===== config.mk =====
export PLATFORM = sky130hd
export DESIGN_NAME = addressable_shift_reg
export DESIGN_NICKNAME = d
export VERILOG_FILES = /design/src/design/asr_pkg.sv /design/src/design/shift_core.sv /design/src/design/addressable_shift_reg.sv
export SDC_FILE = /design/constraint.sdc
export NUM_CORES = 1
export LEC_CHECK = 0
export BUFFER_PORTS_ARGS = -buffer_cell sky130_fd_sc_hd__buf_4
export CAP_MARGIN = 10
export CORE_UTILIZATION = 50
export CTS_CLUSTER_DIAMETER = 30
export DETAILED_ROUTE_END_ITERATION = 7
export GPL_TIMING_DRIVEN = 0
export PLACE_DENSITY = 0.7
export SLEW_MARGIN = 20
export SYNTH_ARGS = -nofsm -noshare
export SYNTH_HDL_FRONTEND = slang
export SYNTH_SLANG_ARGS = --single-unit

===== constraint.sdc =====
create_clock -name clk_sys -period 2.3 [get_ports clk_sys]
set_input_delay 0.23 -clock clk_sys [delete_from_list [all_inputs] [get_ports clk_sys]]
set_output_delay 0.23 -clock clk_sys [all_outputs]
set_load 0.05 [all_outputs]

===== src/design/asr_pkg.sv =====
// package: constants, register map and carrier types of the addressable shift register
package asr_pkg;
  // ==========================================================
  // chain geometry
  localparam int STAGES = 32;
  localparam int UNITS = 4;
  localparam int UNIT_AW = 5;
  localparam int CHAIN_AW = 7;
  localparam logic [STAGES-1:0] STAGES_RESET = 32'h0000_0000;
  // ==========================================================
  // input buffer
  localparam int BUF_DEPTH = 2;
  localparam int BUF_WIDTH = 1;
  localparam logic [1:0] BUF_COUNT_RESET = 2'h0;
  localparam logic [1:0] BUF_FULL_COUNT = 2'h2;
  // ==========================================================
  // bus encodings and register offsets
  localparam logic [1:0] HTRANS_NONSEQ = 2'h2;
  localparam logic [31:0] ADDR_CTRL = 32'h0000_0000;
  localparam logic [31:0] ADDR_TAP = 32'h0000_0004;
  localparam logic [31:0] ADDR_STATUS = 32'h0000_0008;
  localparam logic [31:0] ADDR_COUNT = 32'h0000_000C;
  localparam logic [CHAIN_AW-1:0] TAP_RESET = 7'h00;
  localparam logic [31:0] COUNT_RESET = 32'h0000_0000;
  localparam logic [31:0] COUNT_STEP = 32'h0000_0001;
  localparam logic [31:0] RDATA_ZERO = 32'h0000_0000;
  // ==========================================================
  // carrier types
  typedef struct packed {
    logic casc_reg;
    logic tap_reg;
    logic shift_en;
  } ctrl_t;
  localparam ctrl_t CTRL_RESET = 3'h0;
  typedef struct packed {
    logic valid;
    logic write;
    logic [31:0] addr;
  } ahb_phase_t;
  localparam ahb_phase_t PHASE_RESET = 34'h0_0000_0000;
  typedef struct packed {
    logic [1:0] buf_count;
    logic cascade;
    logic tap;
  } status_t;
endpackage : asr_pkg


===== src/design/shift_core.sv =====
// one 32-stage addressable shift unit with optional output flops
module shift_core
  import asr_pkg::*;
#(
  parameter bit FALLING_EDGE = 1'b0
) (
  input wire logic clk_sys,
  input wire logic arst_n,
  input wire logic ce,
  input wire logic d,
  input wire logic [UNIT_AW-1:0] addr,
  input wire logic tap_reg,
  input wire logic casc_reg,
  input wire logic global_init,
  output logic q,
  output logic last_bit,
  output logic casc_q
);
  logic act_clk;
  logic [STAGES-1:0] stages;
  logic tap_comb;
  logic tap_ff;
  logic casc_ff;

  // ==========================================================
  // active edge selection
  assign act_clk = clk_sys ^ FALLING_EDGE;

  // shift chain, untouched by global_init
  always_ff @(posedge act_clk or negedge arst_n) begin
    if (!arst_n) begin
      stages <= STAGES_RESET;
    end else if (ce) begin
      stages <= {stages[STAGES-2:0], d};
    end
  end

  // addressed read, no clock in the path
  assign tap_comb = stages[addr];
  assign last_bit = stages[STAGES-1];

  // output flops act as one more stage
  always_ff @(posedge act_clk or negedge arst_n) begin
    if (!arst_n) begin
      tap_ff <= 1'b0;
      casc_ff <= 1'b0;
    end else if (ce) begin
      tap_ff <= tap_comb;
      casc_ff <= last_bit;
    end
  end

  assign q = tap_reg ? tap_ff : tap_comb;
  assign casc_q = casc_reg ? casc_ff : last_bit;
endmodule : shift_core


===== src/design/addressable_shift_reg.sv =====
// top: chained addressable shift register with input buffer and bus registers
// Functional notes
// - with enable low nothing shifts and up to two serial bits wait in the input buffer.
// - an enabled edge loads the serial bit into stage 0 and moves every bit one stage on.
// - the tap output shows the stage selected by the tap address, 0 to 31 per unit.
// - with the cascade flop off, the cascade output is the last stage, whatever the address.
// - with the cascade flop off, after each enabled shift the cascade output carries the new last-stage bit.
// - an instance parameter picks the rising or falling edge, rising by default.
// - the global init signal leaves the stored bits alone.
// - the delay from serial input to tap is the address plus one.
// - an optional tap flop on the same edge forms the last stage, address is length minus two.
// - an optional flop on the same edge may register the cascade output.
// - four units chain with a unit select to give up to 128 stages.
module addressable_shift_reg
  import asr_pkg::*;
#(
  parameter bit FALLING_EDGE = 1'b0
) (
  input wire logic clk_sys,
  input wire logic arst_n,
  input wire logic hsel,
  input wire logic [31:0] haddr,
  input wire logic [1:0] htrans,
  input wire logic hwrite,
  input wire logic [2:0] hsize,
  input wire logic [31:0] hwdata,
  input wire logic hready,
  output logic hreadyout,
  output logic hresp,
  output logic [31:0] hrdata,
  input wire logic in_valid,
  input wire logic in_bit,
  output logic in_ready,
  input wire logic global_init,
  output logic tap_out,
  output logic cascade_out
);
  // ==========================================================
  // declarations
  ahb_phase_t phase;
  ctrl_t ctrl;
  logic [CHAIN_AW-1:0] tap_addr;
  logic [31:0] shift_count;
  status_t status;
  logic [BUF_WIDTH-1:0] buf_mem [BUF_DEPTH];
  logic wr_ptr;
  logic rd_ptr;
  logic [1:0] buf_count;
  logic buf_valid;
  logic push;
  logic ce;
  logic [BUF_WIDTH-1:0] buf_data;
  logic unit_d [UNITS];
  logic unit_q [UNITS];
  logic unit_last [UNITS];
  logic unit_casc [UNITS];
  logic wr_hit;

  // ==========================================================
  // bus slave: zero wait, always okay
  assign hreadyout = 1'b1;
  assign hresp = 1'b0;

  // address phase capture
  always_ff @(posedge clk_sys or negedge arst_n) begin
    if (!arst_n) begin
      phase <= PHASE_RESET;
    end else if (hready) begin
      phase.valid <= hsel && htrans == HTRANS_NONSEQ;
      phase.write <= hwrite;
      phase.addr <= haddr;
    end
  end

  assign wr_hit = phase.valid && phase.write;

  // control register
  always_ff @(posedge clk_sys or negedge arst_n) begin
    if (!arst_n) begin
      ctrl <= CTRL_RESET;
    end else if (wr_hit && phase.addr == ADDR_CTRL) begin
      ctrl <= hwdata[2:0];
    end
  end

  // tap address register, high bits pick the unit
  always_ff @(posedge clk_sys or negedge arst_n) begin
    if (!arst_n) begin
      tap_addr <= TAP_RESET;
    end else if (wr_hit && phase.addr == ADDR_TAP) begin
      tap_addr <= hwdata[CHAIN_AW-1:0];
    end
  end

  // count of enabled shifts, read only
  always_ff @(posedge clk_sys or negedge arst_n) begin
    if (!arst_n) begin
      shift_count <= COUNT_RESET;
    end else if (ce) begin
      shift_count <= shift_count + COUNT_STEP;
    end
  end

  // status snapshot of buffer fill level and live outputs
  assign status.buf_count = buf_count;
  assign status.cascade = cascade_out;
  assign status.tap = tap_out;

  // read mux during data phase, unmapped reads zero
  function automatic logic [31:0] reg_read(
    input logic [31:0] a,
    input ctrl_t c,
    input logic [CHAIN_AW-1:0] t,
    input status_t s,
    input logic [31:0] n
  );
    logic [31:0] r;
    r = RDATA_ZERO;
    unique case (a)
      ADDR_CTRL: r = {29'h0000_0000, c};
      ADDR_TAP: r = {25'h000_0000, t};
      ADDR_STATUS: r = {28'h000_0000, s};
      ADDR_COUNT: r = n;
      default: r = RDATA_ZERO;
    endcase
    return r;
  endfunction : reg_read

  assign hrdata = (phase.valid && !phase.write) ?
    reg_read(phase.addr, ctrl, tap_addr, status, shift_count) : RDATA_ZERO;

  // ==========================================================
  // two-entry input buffer
  assign in_ready = buf_count != BUF_FULL_COUNT;
  assign push = in_valid && in_ready;
  assign buf_valid = buf_count != BUF_COUNT_RESET;
  assign buf_data = buf_mem[rd_ptr];

  // drain only while shifting is enabled
  assign ce = buf_valid && ctrl.shift_en;

  // buffer storage
  always_ff @(posedge clk_sys) begin
    if (push) begin
      buf_mem[wr_ptr] <= in_bit;
    end
  end

  // buffer pointers and fill level
  always_ff @(posedge clk_sys or negedge arst_n) begin
    if (!arst_n) begin
      wr_ptr <= 1'b0;
      rd_ptr <= 1'b0;
      buf_count <= BUF_COUNT_RESET;
    end else begin
      if (push) begin
        wr_ptr <= !wr_ptr;
      end
      if (ce) begin
        rd_ptr <= !rd_ptr;
      end
      if (push && !ce) begin
        buf_count <= buf_count + 2'h1;
      end else if (ce && !push) begin
        buf_count <= buf_count - 2'h1;
      end
    end
  end

  // ==========================================================
  // unit chain: last stage of one feeds the next, cascade flop not in the link
  assign unit_d[0] = buf_data[0];

  for (genvar u = 0; u < UNITS; u++) begin : g_unit
    if (u > 0) begin : g_link
      assign unit_d[u] = unit_last[u-1];
    end
    shift_core #(
      .FALLING_EDGE(FALLING_EDGE)
    ) u_core (
      .clk_sys(clk_sys),
      .arst_n(arst_n),
      .ce(ce),
      .d(unit_d[u]),
      .addr(tap_addr[UNIT_AW-1:0]),
      .tap_reg(ctrl.tap_reg),
      .casc_reg(ctrl.casc_reg),
      .global_init(global_init),
      .q(unit_q[u]),
      .last_bit(unit_last[u]),
      .casc_q(unit_casc[u])
    );
  end

  // unit select for the tap, last unit drives cascade
  assign tap_out = unit_q[tap_addr[CHAIN_AW-1:UNIT_AW]];
  assign cascade_out = unit_casc[UNITS-1];
endmodule : addressable_shift_reg


Yosys cells after proc, flatten, opt, wreduce, memory -nomap -nowiden
Memory sizes are Yosys's and may differ from the RTL's. A register that Yosys moved wholly into a read port is not among the register bits.
Cells that the tools add are included.
{"block": "word_totals", "reg_bits": 213, "latchBits": 0, "mem_bits_rw": 2, "rom_bits": 0, "elab_cells": 72, "memories": 1}
{"name": "buf_mem", "words": 2, "width": 1, "rd": 1, "rd_ports_with_merged_regs": 1, "wr": 1, "line": "addressable_shift_reg.sv:45", "source": "logic [BUF_WIDTH-1:0] buf_mem [BUF_DEPTH];"}
{"block": "classes", "add_sub_neg": 3, "mul": 0, "n_div": 0, "magnitude_cmp": 2, "eq_ne": 5, "shift": 0, "mux": 22, "bitwise": 1, "n_reduce_logical": 18}
{"op": "$pmux 32 s4", "n": 1}
{"op": "$eq 32x4->1 const B", "n": 2}
{"op": "$add 32x1->32 const B", "n": 1}
{"op": "$eq 32x3->1 const B", "n": 1}
{"op": "$logic_not 32->1", "n": 1}
{"op": "$mux 32", "n": 1}
{"op": "$bmux 1 s5", "n": 4}
{"op": "$mux 1", "n": 13}
{"op": "$logic_and 1x1->1", "n": 9}
{"op": "$logic_not 1->1", "n": 6}
{"op": "$lt 5x6->1 const B", "n": 1}
{"op": "$mux 2", "n": 2}
{"op": "$reduce_bool 2->1", "n": 2}
{"op": "$ge 3x3->1 const B", "n": 1}
{"op": "$not 2->3", "n": 1}
{"op": "$add 2x1->2 const B", "n": 1}
{"op": "$bmux 1 s2", "n": 1}
{"op": "$eq 2x2->1 const B", "n": 1}
{"op": "$ne 2x2->1 const B", "n": 1}
{"op": "$sub 2x1->2 const B", "n": 1}

Depth between registers and ports, before layout
Gate-level depths: netlist of run 1.
{"block": "depth", "ltp_word": 8, "mapped_depth": 10}

Modules after synthesis
From an unflattened synthesis of run 1, not the netlist that was laid out.
{"block": "hier_totals", "hier_cells": 784, "hier_area_um2": 10296.1}
{"module": "shift_core", "n_inst": 4, "cells_per_inst": 117, "area_per_inst_um2": 1612.8, "seq_area_each_um2": 850.8}
{"module": "addressable_shift_reg", "n_inst": 1, "cells_per_inst": 316, "area_per_inst_um2": 3844.9, "seq_area_each_um2": 2062.0}

Least setup slack after synthesis of run 1
OpenSTA, ideal clock, no wires.
{"block": "synth_timing", "path_type": "reg-to-output", "from": "register tap_addr[0]", "to": "output port hrdata[0]", "t_arrival_ps": 2516, "required_time_ps": 2070, "path_slack_ps": -446, "stages_incl_launch_ff": 10, "path_buffers": 2, "cell_sequence": "dfrtp_1 buf_6 buf_12 mux4_1 mux2i_1 mux2_2 o211ai_1 o211a_1 o311ai_1 a21oi_1"}
{"block": "synth_between", "elab_chain_cells": 8, "elab_cells_between_ends": 17, "cone_classes": "mux: 17"}
{"item": "from (decl)", "line": "addressable_shift_reg.sv:42", "source": "logic [CHAIN_AW-1:0] tap_addr;"}
{"item": "from (signal assigned)", "line": "addressable_shift_reg.sv:91", "source": "tap_addr <= hwdata[CHAIN_AW-1:0];"}
{"item": "$bmux 1 s5", "line": "shift_core.sv:39", "source": "assign tap_comb = stages[addr];"}
{"item": "$mux 1 (not written as such)", "line": "shift_core.sv:39"}
{"item": "$mux 1", "line": "shift_core.sv:53", "source": "assign q = tap_reg ? tap_ff : tap_comb;"}
{"item": "$bmux 1 s2", "line": "addressable_shift_reg.sv:196", "source": "assign tap_out = unit_q[tap_addr[CHAIN_AW-1:UNIT_AW]];"}
{"item": "$mux 1 (not written as such) (2 in series)", "line": "addressable_shift_reg.sv:196"}
{"item": "$pmux 32 s4 (*)", "line": "addressable_shift_reg.sv:119", "source": "unique case (a)"}
{"item": "$mux 32 (*)", "line": "addressable_shift_reg.sv:129", "source": "assign hrdata = (phase.valid && !phase.write) ?"}
{"item": "to (decl)", "line": "addressable_shift_reg.sv:30", "source": "output logic [31:0] hrdata,"}
Mark *: on every way between the ends. The rest lies on a longest branch, timed or not. The select of a mux whose other input is x is not followed.

Final worst setup path of run 1
Same ends and word-level chain as after synthesis.

==> flow_summary.json, run 1 <==
{
  "synth_area_per_cell_sq_um": 10.2,
  "area_growth_pct": 38.6,
  "die_y_um": 143,
  "root_buffer": "clkbuf_16",
  "slowest_delay_ns": 0.52,
  "clock_latency_ns": 0.52,
  "worstSetupPathType": "reg -> out",
  "nNetsFinal": 1237,
  "clk_pin_slew_worst_paths_ns": 0.05,
  "seq_area_frac_synth": 0.546,
  "wirelength_um": 26200,
  "cts_tree": "built",
  "maxCapViolCount": 0,
  "p_int_w": 0.00865,
  "worstSetupStartpointType": "flip-flop",
  "drt_iter0_drc": 513,
  "core-area_sq_um": 19400,
  "fp-row-count": 51,
  "dpl_cell_area_sq_um": 10900,
  "diodes": 0,
  "cp_max_fo": 7,
  "io_buffer_count": 81,
  "drive_gt1_frac": 0.282,
  "violations": "setup timing",
  "p_clk_frac": 0.594,
  "swShare": 0.222,
  "final_cell_mix": "nand2_1 (414), dfrtp_1 (213), buf_4 (57)",
  "place_hpwl_um": 14000,
  "endpoint": "hrdata[0]",
  "die_x_um": 143,
  "setup_tns_ns": -14.01,
  "synthDistinctLibCells": 56,
  "routabilityCongestion": 0.811,
  "register_area_sq_um": 5390,
  "yosysWarnings": 0,
  "setup_ws_ns": -0.977,
  "worst-r2r-cell-count": 9,
  "arrival_ns": 3.05,
  "seq_power_share": 0.359,
  "cp-end-kind": "output pin",
  "fin_crit_sh": 1.42,
  "r2r_start": "buf_count[1]",
  "worstMarginPinSlew_ns": 0.652,
  "timing.rr.end": "shift_count[30]",
  "grt_pass1_wl_um": 39500,
  "ir_drop_mv": 0.602,
  "finalCriticalPeriod_ns": 3.28,
  "viasPerCell": 5.36,
  "comb_power_share": 0.047,
  "route.detailed.drc": 0,
  "final-hold-violation-count": 0,
  "p_leak_nw": 6.67,
  "start_util": 0.509,
  "worstHoldPathType": "in -> reg",
  "switchingPower_w": 0.00247,
  "antenna_found_initial": 0,
  "finalSetupViolCount": 33,
  "multi_input_area_sq_um": 4490,
  "rsz0062_at_grt": "true",
  "rrSetupSlack_ns": 0.05,
  "drt_pre_antenna_iters": 7,
  "path_cells": "buf_6 > buf_12 > buf_12 > mux4_2 > a22oi_2 > nand2_2 > o211ai_2 > o2111ai_2 > o311ai_2 > a21oi_2 > buf_6",
  "io_pins": 114,
  "numClockSinks": 215,
  "grt_overflow": 0,
  "max_slew_margin": 0.565,
  "dieArea_sq_um": 20300,
  "status": "complete, but fails checks",
  "slowest_stage": "mux4_2",
  "synth.net_count": 1046,
  "ys_async_sr_fraction": 0.991,
  "synth_area_sq_um": 9870,
  "grt_pass1_vias": 7720,
  "vias": 7801,
  "antenna_violating_nets_post_route": 0,
  "ys.flop_type": "dfrtp_1",
  "required_ns": 2.07,
  "h-tree-depth": 2,
  "clock.fmax_mhz": 305,
  "syn-instance-count": 967,
  "slew_viol_final": 0,
  "synth_edf_count": 2,
  "num-fill-cells": 1324,
  "ys_seq_elements": 215,
  "cts_buffer_depth": 3,
  "grt_max_degree": 97,
  "fin_skew_ns": 0.0132,
  "post-route-cell-area_sq_um": 13700,
  "final_common_cell": "nand2_1",
  "critical_path.startpoint": "tap_addr[0]",
  "power_density_nw_per_um2": 813,
  "numCtsBuffers": 41,
  "grt_usage": 0.250,
  "wire_per_inst_um": 18.0
}
==> how the worst min path moves through the flow <==
stage / slack [ns] / from / endpoint / depth (start not counted)
after global placement: 0.42 / in_bit / buf_mem[1] / 1
after floorplan: -0.07 / arst_n / buf_count[0] / 0
after global routing: 0.06 / htrans[1] / phase[33] / 3
final: 0.03 / htrans[1] / phase[33] / 3
after CTS: 0.02 / htrans[1] / phase[33] / 3
after detailed placement: 0.15 / arst_n / g_unit[3].u_core.stages[15] / 1
==> stage by stage <==
step / utilization / power, W / setup WS, ns / instances / hold slack, ns
CTS: 0.695 / 0.0111 / -0.958 / 1447 / 0.0207
global placement: 0.558 / 0.00443 / -0.811 / 1313 / 0.419
global route: 0.706 / 0.0114 / -1.09 / 1456 / 0.0590
floorplan: - / 0.00424 / -0.194 / 967 / -0.0656
finish: 0.706 / 0.0111 / -0.977 / 1456 / 0.0310
detailed placement: 0.561 / 0.00445 / -0.774 / 1315 / 0.151
==> power by group through the flow <==
stage               clock [W]  sequential, W  combinational [W]
global route          0.00684        0.00400           0.000567
finish                0.00661        0.00399           0.000523
CTS                   0.00664        0.00397           0.000502
floorplan                   0        0.00401           0.000232
global placement            0        0.00402           0.000407
detailed placement          0        0.00403           0.000428
==> sequential cells by signal (all words and copies together), names as in the netlist, 2 cells and up <==
signal                cells
g_unit.u_core.stages    128
phase                    34
shift_count              32
tap_addr                  7
g_unit.u_core.tap_ff      4
ctrl                      3
buf_count                 2
buf_mem                   2
==> layout make-up <==
type,count,area share
tap,265,0.0242
buffer,53,0.0228
sequential,215,0.394
multi-input combinational,692,0.328
clock inverter,28,0.0303
clock buffer,48,0.0815
timing repair buffer,148,0.117
inverter,7,0.00192
==> worst max-delay path: cells and delay by family, from the launching register on <==
family / cells / cell delay (ns)
and+or+nand+nor: 1 / 0.11
DFF: 1 / 0.38
buffers and inverters: 4 / 0.59
AOI/OAI and AO/OA: 5 / 0.89
muxes: 1 / 0.52
==> Yosys cell counts, drive strengths merged, types with 2 or more instances <==
cell,instances,share of area
nand2,420,0.16
dfrtp,213,0.54
mux2,44,0.050
clkbuf,41,0.016
mux4,34,0.079
xnor2,29,0.026
and2,26,0.016
nor2,21,0.0082
nand3,18,0.0091
buf,12,0.012
mux2i,11,0.011
and3,10,0.0063
nor4,7,0.0044
xor2,7,0.0062
a22oi,6,0.0046
inv,6,0.0023
o21ai,6,0.0030
nand4,5,0.0032
a21oi,4,0.0020
a22o,4,0.0035
and4,4,0.0035
nand2b,4,0.0025
nor2b,4,0.0025
a211oi,3,0.0023
a31oi,3,0.0019
conb,2,0.00076
edfxtp,2,0.0061
ha,2,0.0025
nor3,2,0.0020
o211ai,2,0.0020
or2,2,0.0013
==> routing by layer <==
| metal | part of all wire | global-route usage | vias to the layer above |
|---|---|---|---|
| met4 | 0.023 | 0.0832 | 0 |
| met3 | 0.056 | 0.0575 | 51 |
| met2 | 0.51 | 0.423 | 242 |
| met5 | 0 | 0 | - |
| li1 | - | - | 3588 |
| met1 | 0.41 | 0.318 | 3920 |
==> repair_timing <==
| item | in CTS | in global routing |
|---|---|---|
| buffers inserted | 11 | 12 |
| cloned | 3 | 0 |
| endpoints found under the hold margin | 90 | 0 |
| pin swaps | 23 | 15 |
| endpoints found under the setup margin | 51 | 151 |
| hold buffers | 42 | 0 |
| resized for setup | 132 | 43 |
==> logic make-up after synthesis <==
logic type      synth area share
simple gates               0.223
compound gates            0.0262
fa+ha+maj                0.00253
mux                        0.140
xor+xnor                  0.0319
flops                      0.546
other cells             0.000761
buf+inv                   0.0300
Power figures use the tool's default switching activity.
==> run 2: changes to the inputs <==
CORE_UTILIZATION = 53   (was 50)
PLACE_DENSITY = 0.73   (was 0.7)
==> flow_summary.json, run 2 (synthesized netlist as in run 1, its figures left out) <==
{
  "final-hold-violation-count": 0,
  "fin_skew_ns": 0.0127,
  "placedCellCount": 1279,
  "fp-row-count": 49,
  "viasPerCell": 5.53,
  "top_register": "g_unit.u_core.stages",
  "stdcell_count": 1415,
  "cp-end-kind": "output pin",
  "numCtsBuffers": 41,
  "power_density_nw_per_um2": 767,
  "ir_drop_mv": 0.558,
  "dieArea_sq_um": 19200,
  "worstMarginPinSlew_ns": 0.676,
  "clock_latency_ns": 0.51,
  "status": "complete, but fails checks",
  "drive_gt1_frac": 0.272,
  "maxCapViolCount": 0,
  "worstSetupStartpointType": "flip-flop",
  "root_buffer": "clkbuf_16",
  "slew_viol_final": 0,
  "cts_tree": "built",
  "finalSetupViolCount": 34,
  "num-fill-cells": 1078,
  "area_growth_pct": 36.8,
  "nNetsFinal": 1237,
  "critical_path.startpoint": "tap_addr[0]",
  "p_leak_nw": 6.63,
  "setup_ws_ns": -1.08,
  "timing.rr.end": "g_unit[3].u_core.tap_ff",
  "r2r_start": "tap_addr[0]",
  "numClockSinks": 215,
  "required_ns": 2.07,
  "rsz0062_at_grt": "true",
  "endpoint": "hrdata[0]",
  "grt_overflow": 0,
  "finalCriticalPeriod_ns": 3.38,
  "largest_reg_flops": 128,
  "grt_pass1_vias": 8027,
  "antenna_found_initial": 0,
  "die_x_um": 138,
  "antenna_violating_nets_post_route": 0,
  "io_buffer_count": 81,
  "wirelength_um": 25500,
  "start_util": 0.546,
  "route.detailed.drc": 22,
  "arrival_ns": 3.15,
  "reg_top3": "g_unit.u_core.stages x128, phase x34, shift_count x32",
  "violations": "DRC, setup timing",
  "min_from": "htrans[1]",
  "worstSetupPathType": "reg -> out",
  "place_hpwl_um": 14500,
  "final_common_cell": "nand2_1",
  "register_area_sq_um": 5390,
  "cp_max_fo": 7,
  "fin_util": 0.747,
  "final_cell_mix": "nand2_1 (417), dfrtp_1 (211), buf_4 (57)",
  "grt_pass1_wl_um": 41600,
  "cts_buffer_depth": 3,
  "drt_pre_antenna_iters": 7,
  "diodes": 0,
  "setup_tns_ns": -13.98,
  "routabilityCongestion": 0.802,
  "rrSetupSlack_ns": -0.07,
  "io_pins": 114,
  "multi_input_area_sq_um": 4490,
  "max_slew_margin": 0.550,
  "fin_crit_sh": 1.47,
  "grt_usage": 0.276,
  "h-tree-depth": 2,
  "worstHoldPathType": "in -> reg",
  "worst-r2r-cell-count": 12,
  "drt_iter0_drc": 596,
  "clk_pin_slew_worst_paths_ns": 0.05,
  "core-area_sq_um": 18100,
  "grt_max_degree": 81,
  "wire_per_inst_um": 18.0,
  "vias": 7832,
  "clock.fmax_mhz": 296,
  "die_y_um": 138
}
run 2: cell types whose count changed in the layout (fill, tap and decap cells not counted), sizes merged:
cell      change
bufinv        -6
inv           -2
clkinv        -1
buf           -2
clkbuf       +10
clkinvlp      -5
bufbuf        +1
run 2: repair_timing:
| action | in CTS | in global routing |
|---|---|---|
| gates cloned | 4 | 0 |
| endpoints found under the hold margin | 108 | 0 |
| hold buffers | 42 | 0 |
| gates resized for setup | 133 | 42 |
| endpoints found under the setup margin | 45 | 99 |
| buffers inserted | 16 | 4 |
| pin swaps | 21 | 13 |
run 2: where the power goes:
group | switching [W] | internal (W) | total [W] | leakage, nW
combinational | 0.000284 | 0.000253 | 0.000537 | 3.07
sequential | 0.000105 | 0.00390 | 0.00401 | 2.90
clock | 0.00190 | 0.00391 | 0.00581 | 0.654
run 2: metrics by stage:
stage	setup slack, ns	hold slack (ns)	power (W)	cell area (sq um)
global placement	-0.806	0.418	0.00443	10800
global route	-1.19	0.0566	0.0107	13500
finish	-1.08	0.0680	0.0104	13500
detailed placement	-0.840	0.211	0.00445	10800
CTS	-0.952	0.0105	0.0103	13300
floorplan	-0.194	-0.0656	0.00424	9880
run 2: how the worst min path moves through the flow:
| stage | endpoint | cells past startpoint | slack, ns |
|---|---|---|---|
| floorplan | buf_count[0] | 0 | -0.07 |
| global placement | buf_mem[0] | 1 | 0.42 |
| detailed placement | g_unit[2].u_core.stages[8] | 1 | 0.21 |
| CTS | phase[33] | 3 | 0.01 |
| global route | phase[33] | 3 | 0.06 |
| finish | phase[33] | 3 | 0.07 |
run 2: cell type report:
cell class	instances	share of cell area
Sequential cell	215	0.399
Inverter	7	0.00195
Tap cell	229	0.0212
Buffer	53	0.0239
Clock buffer	57	0.0880
Clock inverter	14	0.0120
Timing Repair Buffer	148	0.121
Multi-Input combinational cell	692	0.332
run 2: worst max-delay path, stage by stage (launching register included):
cell	delay (ns)
dfrtp_1	0.35
buf_6	0.13
buf_12	0.14
mux4_2	0.51
mux4_2	0.54
nand2_1	0.10
o211ai_1	0.11
o211a_1	0.17
o311ai_2	0.30
a21oi_2	0.12
buf_6	0.17
run 2: metal layers:
| layer | vias up | wire (um) | share of wire | global-route usage |
|---|---|---|---|---|
| li1 | 3587 | - | - | - |
| met1 | 3873 | 10200 | 0.40 | 0.362 |
| met2 | 302 | 13100 | 0.51 | 0.455 |
| met3 | 70 | 1450 | 0.057 | 0.0488 |
| met4 | 0 | 783 | 0.031 | 0.121 |
| met5 | - | 0 | 0 | 0 |
